### config.mk
export PLATFORM = sky130hd
export DESIGN_NAME = pm_event_regs
export DESIGN_NICKNAME = d
export VERILOG_FILES = /design/src/pm_event_pkg.sv /design/src/pm_event_regs.sv /design/src/pm_sync2.sv
export VERILOG_INCLUDE_DIRS = /design/src
export SDC_FILE = /design/constraint.sdc
export NUM_CORES = 1
export LEC_CHECK = 0
export ABC_AREA = 0
export CAP_MARGIN = 20
export CORE_ASPECT_RATIO = 0.6
export CORE_MARGIN = 2
export CORE_UTILIZATION = 55
export CTS_BUF_LIST = sky130_fd_sc_hd__clkbuf_2
export CTS_CLUSTER_DIAMETER = 200
export CTS_CLUSTER_SIZE = 40
export DETAILED_ROUTE_END_ITERATION = 6
export DONT_BUFFER_PORTS = 1
export PLACE_DENSITY = 0.78
export SYNTH_ARGS = -nofsm -noshare
export SYNTH_HDL_FRONTEND = slang
export SYNTH_SLANG_ARGS = --single-unit
### constraint.sdc
create_clock -name sys_clk_in -period 2.3 [get_ports sys_clk_in]
set_input_delay 0.345 -clock sys_clk_in [delete_from_list [all_inputs] [get_ports sys_clk_in]]
set_output_delay 0.345 -clock sys_clk_in [all_outputs]
set_load 0.03 [all_outputs]
### src/pm_event_defines.svh
// Offsets, field positions, reset values and timing counts of the PM block
`ifndef PM_EVENT_DEFINES_SVH
`define PM_EVENT_DEFINES_SVH

// Offsets from the programmable block base in system I/O space
`define PM_OFS_ENABLE_LOW       16'h0002
`define PM_OFS_ENABLE_HIGH      16'h0003
`define PM_OFS_CONTROL_LOW      16'h0004
`define PM_OFS_CONTROL_HIGH     16'h0005
`define PM_OFS_GENERAL_STATUS   16'h0008

// Field positions
`define PM_BIT_BUTTON_EN        0
`define PM_BIT_ALARM_EN         2
`define PM_BIT_SCI_GATE         0
`define PM_BIT_OVERRIDE_EN      1
`define PM_BIT_SLEEP_TYPE_LO    2
`define PM_BIT_SLEEP_TRIGGER    5
`define PM_BIT_DEVICE_FLAG      0

// Reset value of every register and the sleep type that powers off
`define PM_REG_RESET            8'h00
`define PM_SLEEP_TYPE_OFF       3'h0

// Override hold time and system clock rate (4 s, 200 MHz)
`define PM_OVERRIDE_TIME_S      32'h0000_0004
`define PM_CLK_FREQ_HZ          32'h0BEB_C200

`endif

### src/pm_event_pkg.sv
// Types shared by the PM event and control register block
package pm_event_pkg;

   // One-hot sleep sequencer, counting slow-clock rising edges
   typedef enum logic [2:0] {
      SEQ_IDLE   = 3'b001,
      SEQ_FIRST  = 3'b010,
      SEQ_SECOND = 3'b100
   } sleep_seq_t;

   typedef struct packed {
      logic        button_event_enable;
      logic        alarm_event_enable;
      logic        global_sci_gate;
      logic        button_override_enable;
      logic [2:0]  sleep_type_field;
      logic        button_event_flag;
      logic        alarm_event_flag;
      logic        device_event_flag;
      logic        button_prev;
      logic        alarm_prev;
      logic        slow_clk_prev;
      sleep_seq_t  seq;
      logic        power_on;
      logic [31:0] hold_cnt;
      logic        hold_done;
      logic [7:0]  rdata;
      logic        hit;
      logic        sci;
      logic        smi_pulse;
      logic        sleep_write_pulse;
      logic        override_pulse;
   } pm_state_t;

endpackage

### src/pm_event_regs.sv
// PM enable, control and general event status registers with sleep control
`timescale 1ns/1ps
`include "pm_event_defines.svh"
module pm_event_regs #(
   parameter logic [31:0] OVERRIDE_HOLD_CYCLES =
      `PM_OVERRIDE_TIME_S * `PM_CLK_FREQ_HZ
) (
   // Clock and reset
   input  wire logic        sys_clk_in,
   input  wire logic        arst_n_in,
   // System I/O access
   input  wire logic [15:0] io_addr_in,
   input  wire logic        io_wr_in,
   input  wire logic        io_rd_in,
   input  wire logic [7:0]  io_wdata_in,
   output logic      [7:0]  io_rdata_out,
   output logic             io_hit_out,
   // Configuration from neighbouring registers
   input  wire logic [15:0] pm_block_base_in,
   input  wire logic        sleep_to_smi_select_in,
   input  wire logic        device_event_sci_enable_in,
   // Event sources
   input  wire logic        button_in,
   input  wire logic        rtc_alarm_in,
   input  wire logic        rtc_32k_in,
   input  wire logic        pme_event_pending_in,
   // Flag clears from the neighbouring status register
   input  wire logic        button_flag_clear_in,
   input  wire logic        alarm_flag_clear_in,
   // Event outputs
   output logic             sci_out,
   output logic             smi_request_out,
   output logic             sleep_write_smi_flag_set_out,
   output logic             button_override_flag_set_out,
   output logic             button_event_flag_out,
   output logic             alarm_event_flag_out,
   // Open-drain power-on request
   output logic             power_on_request_n_out,
   output logic             power_on_request_n_oe_out
);

   // ------------------------------------------------------------
   // Decode
   // ------------------------------------------------------------

   function automatic logic reg_hit(input logic [15:0] addr,
                                    input logic [15:0] base,
                                    input logic [15:0] ofs);
      logic [15:0] target;
      target = base + ofs;
      reg_hit = (addr == target);
   endfunction

   // ------------------------------------------------------------
   // Pin synchronisers
   // ------------------------------------------------------------

   logic [2:0] pins_sync;

   pm_sync2 #(
      .WIDTH (3)
   ) u_sync (
      .sys_clk_in (sys_clk_in),
      .arst_n_in  (arst_n_in),
      .async_in   ({rtc_32k_in, rtc_alarm_in, button_in}),
      .sync_out   (pins_sync)
   );

   logic button_s;
   logic alarm_s;
   logic slow_clk_s;

   assign button_s   = pins_sync[0];
   assign alarm_s    = pins_sync[1];
   assign slow_clk_s = pins_sync[2];

   // ------------------------------------------------------------
   // State
   // ------------------------------------------------------------

   pm_event_pkg::pm_state_t state_r;
   pm_event_pkg::pm_state_t state_nxt;

   logic hit_en_low;
   logic hit_en_high;
   logic hit_ctl_low;
   logic hit_ctl_high;
   logic hit_status;
   logic any_hit;
   logic wr_ctl_high;
   logic trigger_write;
   logic button_rise;
   logic alarm_rise;
   logic slow_rise;
   logic override_fire;
   logic sleep_release;
   logic [7:0] rd_val;

   always_comb begin
      hit_en_low   = reg_hit(io_addr_in, pm_block_base_in,
                             `PM_OFS_ENABLE_LOW);
      hit_en_high  = reg_hit(io_addr_in, pm_block_base_in,
                             `PM_OFS_ENABLE_HIGH);
      hit_ctl_low  = reg_hit(io_addr_in, pm_block_base_in,
                             `PM_OFS_CONTROL_LOW);
      hit_ctl_high = reg_hit(io_addr_in, pm_block_base_in,
                             `PM_OFS_CONTROL_HIGH);
      hit_status   = reg_hit(io_addr_in, pm_block_base_in,
                             `PM_OFS_GENERAL_STATUS);
      any_hit      = hit_en_low | hit_en_high | hit_ctl_low |
                     hit_ctl_high | hit_status;
      wr_ctl_high  = io_wr_in & hit_ctl_high;
      // trigger acts on a written one only
      trigger_write = wr_ctl_high &
                      io_wdata_in[`PM_BIT_SLEEP_TRIGGER];
      button_rise  = button_s & ~state_r.button_prev;
      alarm_rise   = alarm_s & ~state_r.alarm_prev;
      slow_rise    = slow_clk_s & ~state_r.slow_clk_prev;
   end

   // ------------------------------------------------------------
   // Next state
   // ------------------------------------------------------------

   always_comb begin
      state_nxt = state_r;
      state_nxt.button_prev   = button_s;
      state_nxt.alarm_prev    = alarm_s;
      state_nxt.slow_clk_prev = slow_clk_s;
      state_nxt.smi_pulse         = 1'b0;
      state_nxt.sleep_write_pulse = 1'b0;
      state_nxt.override_pulse    = 1'b0;
      override_fire = 1'b0;
      sleep_release = 1'b0;

      // Register writes; reserved bits are simply not stored
      if (io_wr_in && hit_en_high) begin
         state_nxt.button_event_enable =
            io_wdata_in[`PM_BIT_BUTTON_EN];
         state_nxt.alarm_event_enable =
            io_wdata_in[`PM_BIT_ALARM_EN];
      end else if (io_wr_in && hit_ctl_low) begin
         state_nxt.global_sci_gate = io_wdata_in[`PM_BIT_SCI_GATE];
      end else if (wr_ctl_high) begin
         state_nxt.button_override_enable =
            io_wdata_in[`PM_BIT_OVERRIDE_EN];
         state_nxt.sleep_type_field =
            io_wdata_in[`PM_BIT_SLEEP_TYPE_LO +: 3];
      end

      // sleep-write flag set on every trigger of one
      if (trigger_write) begin
         state_nxt.sleep_write_pulse = 1'b1;
      end

      // SMI instead of sleep when selected
      if (trigger_write && sleep_to_smi_select_in) begin
         state_nxt.smi_pulse = 1'b1;
      end else if (trigger_write &&
                   io_wdata_in[`PM_BIT_SLEEP_TYPE_LO +: 3] ==
                   `PM_SLEEP_TYPE_OFF &&
                   state_r.seq == pm_event_pkg::SEQ_IDLE) begin
         // type 000 starts the power-off sequence
         // any other type falls through with no action
         state_nxt.seq = pm_event_pkg::SEQ_FIRST;
      end

      // second slow edge bounds delay to one..two periods
      case (state_r.seq)
         pm_event_pkg::SEQ_IDLE: begin
         end
         pm_event_pkg::SEQ_FIRST: begin
            if (slow_rise) begin
               state_nxt.seq = pm_event_pkg::SEQ_SECOND;
            end
         end
         pm_event_pkg::SEQ_SECOND: begin
            if (slow_rise) begin
               state_nxt.seq = pm_event_pkg::SEQ_IDLE;
               sleep_release = 1'b1;
            end
         end
         default: begin
            state_nxt.seq = pm_event_pkg::SEQ_IDLE;
         end
      endcase

      // override hold counter, only while machine is on
      if (button_s && state_r.button_override_enable &&
          state_r.power_on && !state_r.hold_done) begin
         if (state_r.hold_cnt == OVERRIDE_HOLD_CYCLES) begin
            override_fire = 1'b1;
            state_nxt.hold_done = 1'b1;
         end else begin
            state_nxt.hold_cnt = state_r.hold_cnt + 32'h0000_0001;
         end
      end else if (!button_s) begin
         state_nxt.hold_cnt  = 32'h0000_0000;
         state_nxt.hold_done = 1'b0;
      end

      // Power-on request; a press while off wakes the machine
      if (override_fire || sleep_release) begin
         state_nxt.power_on = 1'b0;
      end else if (!state_r.power_on && button_rise) begin
         state_nxt.power_on = 1'b1;
      end

      // button flag, set wins over software clear
      if (button_flag_clear_in) begin
         state_nxt.button_event_flag = 1'b0;
      end
      if (button_rise) begin
         state_nxt.button_event_flag = 1'b1;
      end
      // override clears button flag, sets override flag
      if (override_fire) begin
         state_nxt.button_event_flag = 1'b0;
         state_nxt.override_pulse    = 1'b1;
      end

      // alarm flag on every alarm edge, set wins
      if (alarm_flag_clear_in) begin
         state_nxt.alarm_event_flag = 1'b0;
      end
      if (alarm_rise) begin
         state_nxt.alarm_event_flag = 1'b1;
      end

      // write-one clear blocked while events pend
      // write zero ignored, only hardware sets
      if (io_wr_in && hit_status &&
          io_wdata_in[`PM_BIT_DEVICE_FLAG] && !pme_event_pending_in) begin
         state_nxt.device_event_flag = 1'b0;
      end
      // hardware sets device flag on pending events
      if (pme_event_pending_in) begin
         state_nxt.device_event_flag = 1'b1;
      end

      // device flag needs its own enable
      state_nxt.sci = state_nxt.global_sci_gate &
         ((state_nxt.button_event_flag & state_nxt.button_event_enable) |
          (state_nxt.alarm_event_flag & state_nxt.alarm_event_enable) |
          (state_nxt.device_event_flag & device_event_sci_enable_in));

      // Read path, registered; unmapped reads return zero
      rd_val = 8'h00;
      if (hit_en_low) begin
         rd_val = 8'h00;
      end else if (hit_en_high) begin
         rd_val[`PM_BIT_BUTTON_EN] = state_r.button_event_enable;
         rd_val[`PM_BIT_ALARM_EN]  = state_r.alarm_event_enable;
      end else if (hit_ctl_low) begin
         rd_val[`PM_BIT_SCI_GATE] = state_r.global_sci_gate;
      end else if (hit_ctl_high) begin
         rd_val[`PM_BIT_OVERRIDE_EN] = state_r.button_override_enable;
         rd_val[`PM_BIT_SLEEP_TYPE_LO +: 3] = state_r.sleep_type_field;
      end else if (hit_status) begin
         rd_val[`PM_BIT_DEVICE_FLAG] = state_r.device_event_flag;
      end
      if (io_rd_in) begin
         state_nxt.rdata = rd_val;
      end
      state_nxt.hit = (io_rd_in | io_wr_in) & any_hit;
   end

   // ------------------------------------------------------------
   // Registers
   // ------------------------------------------------------------

   // everything clears to zero except seq, which loads SEQ_IDLE, and power_on, which loads one; machine stays powered
   always_ff @(posedge sys_clk_in or negedge arst_n_in) begin
      if (!arst_n_in) begin
         state_r <= '{
            button_event_enable:    1'b0,
            alarm_event_enable:     1'b0,
            global_sci_gate:        1'b0,
            button_override_enable: 1'b0,
            sleep_type_field:       3'h0,
            button_event_flag:      1'b0,
            alarm_event_flag:       1'b0,
            device_event_flag:      1'b0,
            button_prev:            1'b0,
            alarm_prev:             1'b0,
            slow_clk_prev:          1'b0,
            seq:                    pm_event_pkg::SEQ_IDLE,
            power_on:               1'b1,
            hold_cnt:               32'h0000_0000,
            hold_done:              1'b0,
            rdata:                  8'h00,
            hit:                    1'b0,
            sci:                    1'b0,
            smi_pulse:              1'b0,
            sleep_write_pulse:      1'b0,
            override_pulse:         1'b0
         };
      end else begin
         state_r <= state_nxt;
      end
   end

   // ------------------------------------------------------------
   // Outputs
   // ------------------------------------------------------------

   assign io_rdata_out                 = state_r.rdata;
   assign io_hit_out                   = state_r.hit;
   assign sci_out                      = state_r.sci;
   assign smi_request_out              = state_r.smi_pulse;
   assign sleep_write_smi_flag_set_out = state_r.sleep_write_pulse;
   assign button_override_flag_set_out = state_r.override_pulse;
   assign button_event_flag_out        = state_r.button_event_flag;
   assign alarm_event_flag_out         = state_r.alarm_event_flag;

   // Open drain: pulls low to request power, floats for off
   assign power_on_request_n_out    = 1'b0;
   assign power_on_request_n_oe_out = state_r.power_on;

endmodule

### src/pm_sync2.sv
// Two-flop synchroniser for pins entering the system clock domain
`timescale 1ns/1ps
module pm_sync2 #(
   parameter int WIDTH = 1
) (
   // Clock and reset
   input  wire logic             sys_clk_in,
   input  wire logic             arst_n_in,
   // Data
   input  wire logic [WIDTH-1:0] async_in,
   output logic      [WIDTH-1:0] sync_out
);

   logic [WIDTH-1:0] meta_r;

   always_ff @(posedge sys_clk_in or negedge arst_n_in) begin
      if (!arst_n_in) begin
         meta_r   <= '0;
         sync_out <= '0;
      end else begin
         meta_r   <= async_in;
         sync_out <= meta_r;
      end
   end

endmodule

[After elaboration in Yosys (flattened, before gate mapping)]
Cells that the tools add are included.
W data, S select, Z words.
Storage, ports and cells
  input port bits: 52
  register bits: 66
  logic and storage cells: 124
  output and inout port bits: 17
Cells by class
  eq/ne operators: 12
  bitwise logic cells: 22
  muxes and demuxes: 40
  reduce and logical (&&, ||, !) cells: 21
  add/sub/neg operators: 6
Operator list (count)
  $eq A16 B16 Y1: 5
  $mux W33: 2
  $add A16 B2 Y16 const B: 2
  $add A16 B3 Y16 const B: 2
  $add A32 B1 Y32 const B: 1
  $eq A32 B30 Y1 const B: 1
  $mux W32: 1
  $mux W1: 24
  $add A16 B4 Y16 const B: 1
  $mux W4: 4
  $logic_and A1 B1 Y1: 12
  $mux W3: 4
  $and A1 B1 Y1: 10
  $mux W5: 2
  $pmux W3 S3: 1
  $or A1 B1 Y1: 7
  $not A1 Y1: 5
  $mux W2: 2
  $ne A2 B2 Y1 const B: 2
  $reduce_and A2 Y1: 2
  $eq A3 B1 Y1 const B: 1
  $eq A3 B2 Y1 const B: 1
  $eq A3 B3 Y1 const B: 1
  $logic_not A1 Y1: 3
  other kinds (5): 5

[Depth between registers and ports, before layout]
  word-level depth: 10
  mapped depth: 11
  gate-level depth less buffers: 9

[Cells and area by module]
From an unflattened synthesis, not the netlist that was laid out.
Unflattened totals
  cell total of the unflattened synthesis: 569
  area, all modules: 4956.0 um^2
By module, submodules not included
  pm_event_regs: cells each 563, area each 4805.9 um^2, times used 1, seq. area each 1503.9 um^2
  pm_sync2: cells each 6, area each 150.1 um^2, times used 1, seq. area each 150.1 um^2

[Worst setup path before layout]
No wires, ideal clock.
  path kind: in2reg
  start point: in pm_block_base_in[0]
  end point: reg state_r[61] (netlist bit)
  library setup time: 0.124 ns
  setup slack: -0.170 ns
  buffers on the path: 1
  arrival time: 2.346 ns
  required time: 2.176 ns
  cell stages on the path: 9
  cells stage by stage: buf_2 > inv_1 > ha_1 > nand2b_1 > or4_4 > a22oi_4 > o2111ai_4 > o31a_1 > or2_1
RTL lines
  from (decl): line pm_event_regs.sv:19  | input wire logic [15:0] pm_block_base_in,
  to (signal assigned): line pm_event_regs.sv:275  | state_r <= '{
  to (signal assigned): line pm_event_regs.sv:299  | state_r <= state_nxt;
  to (decl): line pm_event_regs.sv:81  | pm_event_pkg::pm_state_t state_r;

[Final worst setup path]
  start point: reg state_r[28] (netlist bit)
  end point: reg state_r[32] (netlist bit)
Between the ends
  word-level cells in the longest chain between the ends: 3
  elaborated cells between the ends (all ways): 6
  those cells by class: add/sub: 1; eq/ne: 2; mux: 2; reduce/logical: 1
RTL lines (line)
  $add A32 B1 Y32 or $eq A32 B30 Y1 (tied branches): pm_event_regs.sv:195, pm_event_regs.sv:191
  $mux W32 or $ne A2 B2 Y1 (tied branches)
  $mux W33 or $reduce_and A2 Y1 (tied branches)
Parallel ways exist; a longest one is shown, timed or not. The select of a mux whose other input is x is not followed.
A chain may end at the register's enable or synchronous reset.

==> key figures <==
Detailed routing
  – Vias per cell: 6.44
  – WL/cell: 20.3 µm
  – Antenna-violating nets left: 0
  – Initial DRC count: 499
  – Drt pass-1 iters: 5
  – Residual DRC: 0
  – DR vias: 4,869
  – Drt total wl: 15,300 µm

Final layout
  – Non-Filler Instances: 756
  – Commonest non-fill, non-tap cell in the layout: buf_4
  – Layout area overhead: 18.3%
  – Design area: 0.00599 mm²
  – Final Net Count: 697
  – Layout cell share with drive strength beyond 1: 0.225
  – Most frequent cells in the layout: buf_4, dfrtp_1, nor2_1
  – Diode count: 0

Synthesis
  – Post-synthesis cell type count: 88
  – Xor and xnor area share after synthesis: 0.115
  – Post-synth EDFFs: 0
  – Post-synthesis mux area share: 0.0222
  – Asr flop ratio synth: 1.00
  – Mapped cell area: 0.00507 mm²
  – Cells after Synth: 560
  – Sequential-to-total area share from yosys stat: 0.326
  – Adder-cell area share of the yosys netlist: 0.0247
  – Dominant synthesized flop cell: dfrtp_1
  – Combinational family with the most area after synthesis: simple AND/OR/NAND/NOR gates
  – Syn Area/Cell: 9.05 µm²
  – YS warnings: 0
  – Yosys reg bits: 66
  – Synth Area in Simple Gates: 0.273
  – Synth Area in Compound Gates: 0.181

Timing
  – Slew Limit Fails: 0
  – RSZ-0062 raised after global routing: yes
  – Slew HR: 0.505
  – Final WS setup: 0.0566 ns
  – Final min period: 2.24 ns
  – Final period utilization: 0.975
  – Final hold violation count: 0
  – Setup violators final: 0
  – Worst-margin pin slew: 0.737 ns
  – TNS Setup: 0 ns
  – Hold_ws: 0.0437 ns
  – Max Clock Freq: 446 MHz
  – Clock Skews: 0.0302 ns

Die
  – # rows: 27
  – Die height: 78.4 µm
  – Starting Density: 0.560
  – Die width: 128 µm
  – IO Count: 69
  – DIE AREA: 0.0100 mm²
  – Core area: 0.00905 mm²

Pwr
  – Power Dens Cells: 408 mW/mm²
  – Worst vdd ir: 0.328 mV
  – P_leak: 0.00244 µW

Worst setup path
  – WP depth: 8
  – Worst-path cell chain: nand4b_1, or4_4, nor4_4, o21ai_4, nand4_4, buf_4, o21ai_1, a21oi_2
  – Worst setup path end: state_r[32]$_DFFE_PN0P_
  – CP Launch Point: state_r[28]$_DFFE_PN0P_
  – Worst r2r src: state_r[28]$_DFFE_PN0P_
  – Reg2Reg Capture Point: state_r[32]$_DFFE_PN0P_
  – CP Capture Type: flip-flop
  – Largest stage delay on the critical path: 0.45 ns
  – CP max-delay cell: or4_4
  – Delay-heaviest family, CP: simple AND/OR/NAND/NOR gates
  – Worst path bufs/invs: 1
  – R2R Setup Slk: 0.06 ns
  – Signal arrival time at the worst endpoint: 2.70 ns
  – Worst-case reg-to-reg path depth: 8
  – Worst Path Max Fanout: 8
  – Crit path required time: 2.76 ns
  – Kind of critical path: flip-flop to flip-flop
  – Crit path launch type: flip-flop

CTS
  – CTS clk-pin slew, worst paths: 0.20 ns
  – Sinks on Clock Net: 66
  – H-tree levels: 3
  – CTS root buffer: clkbuf_2
  – CTS tree: done
  – Clock Tree Buf Depth: 2
  – Clock Latency Late Sink: 0.54 ns
  – Total CTS buffers: 9

Placement
  – Inst Count DP: 719
  – Pre-CTS WS: -0.252 ns
  – Port bufs: 0
  – Routability cong.: 1.06
  – Placed cell areas: 0.00558 mm²
  – HPWL Detailed: 11,900 µm

Global route
  – Largest net degree at the start of global routing: 67
  – Initial antenna violation count: 0
  – Number of global-route vias before repair: 4,564
  – Overall global routing resource usage: 0.311
  – Global-route wire length before repair: 23,900 µm
  – Congestion Overflow GR: 0

Run status
  – Status: complete, no violations

Min path
  – Hold Crit Class: primary input to flip-flop
  – Hold path depth: 2

Flow run
  – Max_cap viols: 0
registers in the layout (all words and copies together) (netlist names):
signal / flops
smi_request_out: 1
sleep_write_smi_flag_set_out: 1
io_hit_out: 1
u_sync.meta_r: 3
power_on_request_n_oe_out: 1
io_rdata_out: 5
sci_out: 1
alarm_event_flag_out: 1
u_sync.sync_out: 3
button_override_flag_set_out: 1
button_event_flag_out: 1
state_r: 47
where the power goes:
group | leakage [µW] | internal, µW | switching (µW)
clock | 0.0000716 | 248 | 444
sequential | 0.000884 | 1170 | 19.9
combinational | 0.00148 | 244 | 315
total | 0.00244 | 1670 | 779
per-stage QoR:
| stage | util | total power [µW] |
|---|---|---|
| after floorplan | - | 1560 |
| after global placement | 0.616 | 1690 |
| after detailed placement | 0.616 | 1700 |
| after CTS | 0.652 | 2440 |
| after global routing | 0.662 | 2540 |
| final | 0.662 | 2440 |
kinds of logic (layout without fill, tap and decap cells):
kind of cell	Yosys count	count (layout)
AOI/OAI and AO/OA	129	129
xor gates and xnor gates	62	62
adders and majority gates	10	10
buffers and inverters	53	130
DFF	66	66
muxes	9	9
other	1	4
and+or+nand+nor	230	230
final cells by class:
| cell class | count | area (µm²) |
|---|---|---|
| fillers | 720 | 3060 |
| inverters | 20 | 75.1 |
| well taps | 116 | 145 |
| repair buffers | 94 | 769 |
| clock inverters | 7 | 70.1 |
| multi-input cells | 444 | 3240 |
| clock buffers | 9 | 45.0 |
| flip-flops and latches | 66 | 1650 |
layer usage:
metal  global-route usage  up-vias  routed length (µm)
li1                     -     2231                   -
met1                0.472     2329                7200
met2                0.384      284                5690
met3                0.164       25                2300
met4               0.0516        0                 145
met5                    0        -                   0
worst reg2reg max path, delay by kind of cell, from the launching register on:
kind            cells  cell delay [ns]
simple gates        4             1.19
flops               1             0.44
compound gates      3             0.39
buf+inv             1             0.18
synthesized netlist by cell type, types with 3 or more instances:
cell / n / area (µm²)
nor2_1: 39 / 146
or4_1: 9 / 67.6
and4_1: 5 / 43.8
buf_2: 8 / 40.0
nor4_1: 10 / 62.6
o2111ai_1: 4 / 35.0
o311ai_0: 4 / 35.0
nand2b_1: 8 / 50.1
nor2b_1: 4 / 25.0
nand3_1: 23 / 115
dfrtp_1: 64 / 1600
nor3_1: 8 / 40.0
a22o_1: 3 / 26.3
nand2_1: 33 / 124
and2_1: 14 / 87.6
o21ai_1: 13 / 65.1
xor2_1: 23 / 201
a211oi_1: 6 / 45.0
a21oi_1: 32 / 160
o22ai_1: 3 / 18.8
buf_4: 16 / 120
xnor2_1: 35 / 307
nor4b_2: 3 / 45.0
o41ai_1: 4 / 35.0
or2_1: 3 / 18.8
and3_1: 12 / 75.1
mux2_4: 4 / 60.1
a32oi_1: 3 / 26.3
nand4_1: 22 / 138
clkbuf_1: 6 / 22.5
nand4_2: 4 / 50.1
o31ai_1: 10 / 75.1
a31oi_1: 3 / 18.8
or3_1: 12 / 75.1
inv_1: 19 / 71.3
o21ai_0: 13 / 65.1
mux2i_1: 3 / 30.0
ha_1: 10 / 125
worst min path at each step:
stage          startpoint                        endpoint  slack, ns
3_5_place_dp    arst_n_in         state_r[16]$_DFFE_PN0P_       0.05
6_report         io_rd_in     io_rdata_out[0]$_DFFE_PN0P_       0.04
2_1_floorplan   arst_n_in  alarm_event_flag_out$_DFF_PN0_       0.05
4_1_cts          io_rd_in     io_rdata_out[0]$_DFFE_PN0P_      0.003
3_3_place_gp    arst_n_in         state_r[16]$_DFFE_PN0P_       0.05
5_1_grt          io_rd_in     io_rdata_out[0]$_DFFE_PN0P_       0.01
timing repair:
item | 4_1_cts | 5_1_grt
endpoints found under the hold margin | 81 | 0
pin swaps | 1 | 6
buffers inserted | 0 | 4
hold buffers | 17 | 0
resized for setup | 3 | 14
endpoints found under the setup margin | 11 | 12
Power figures use the tool's default switching activity.
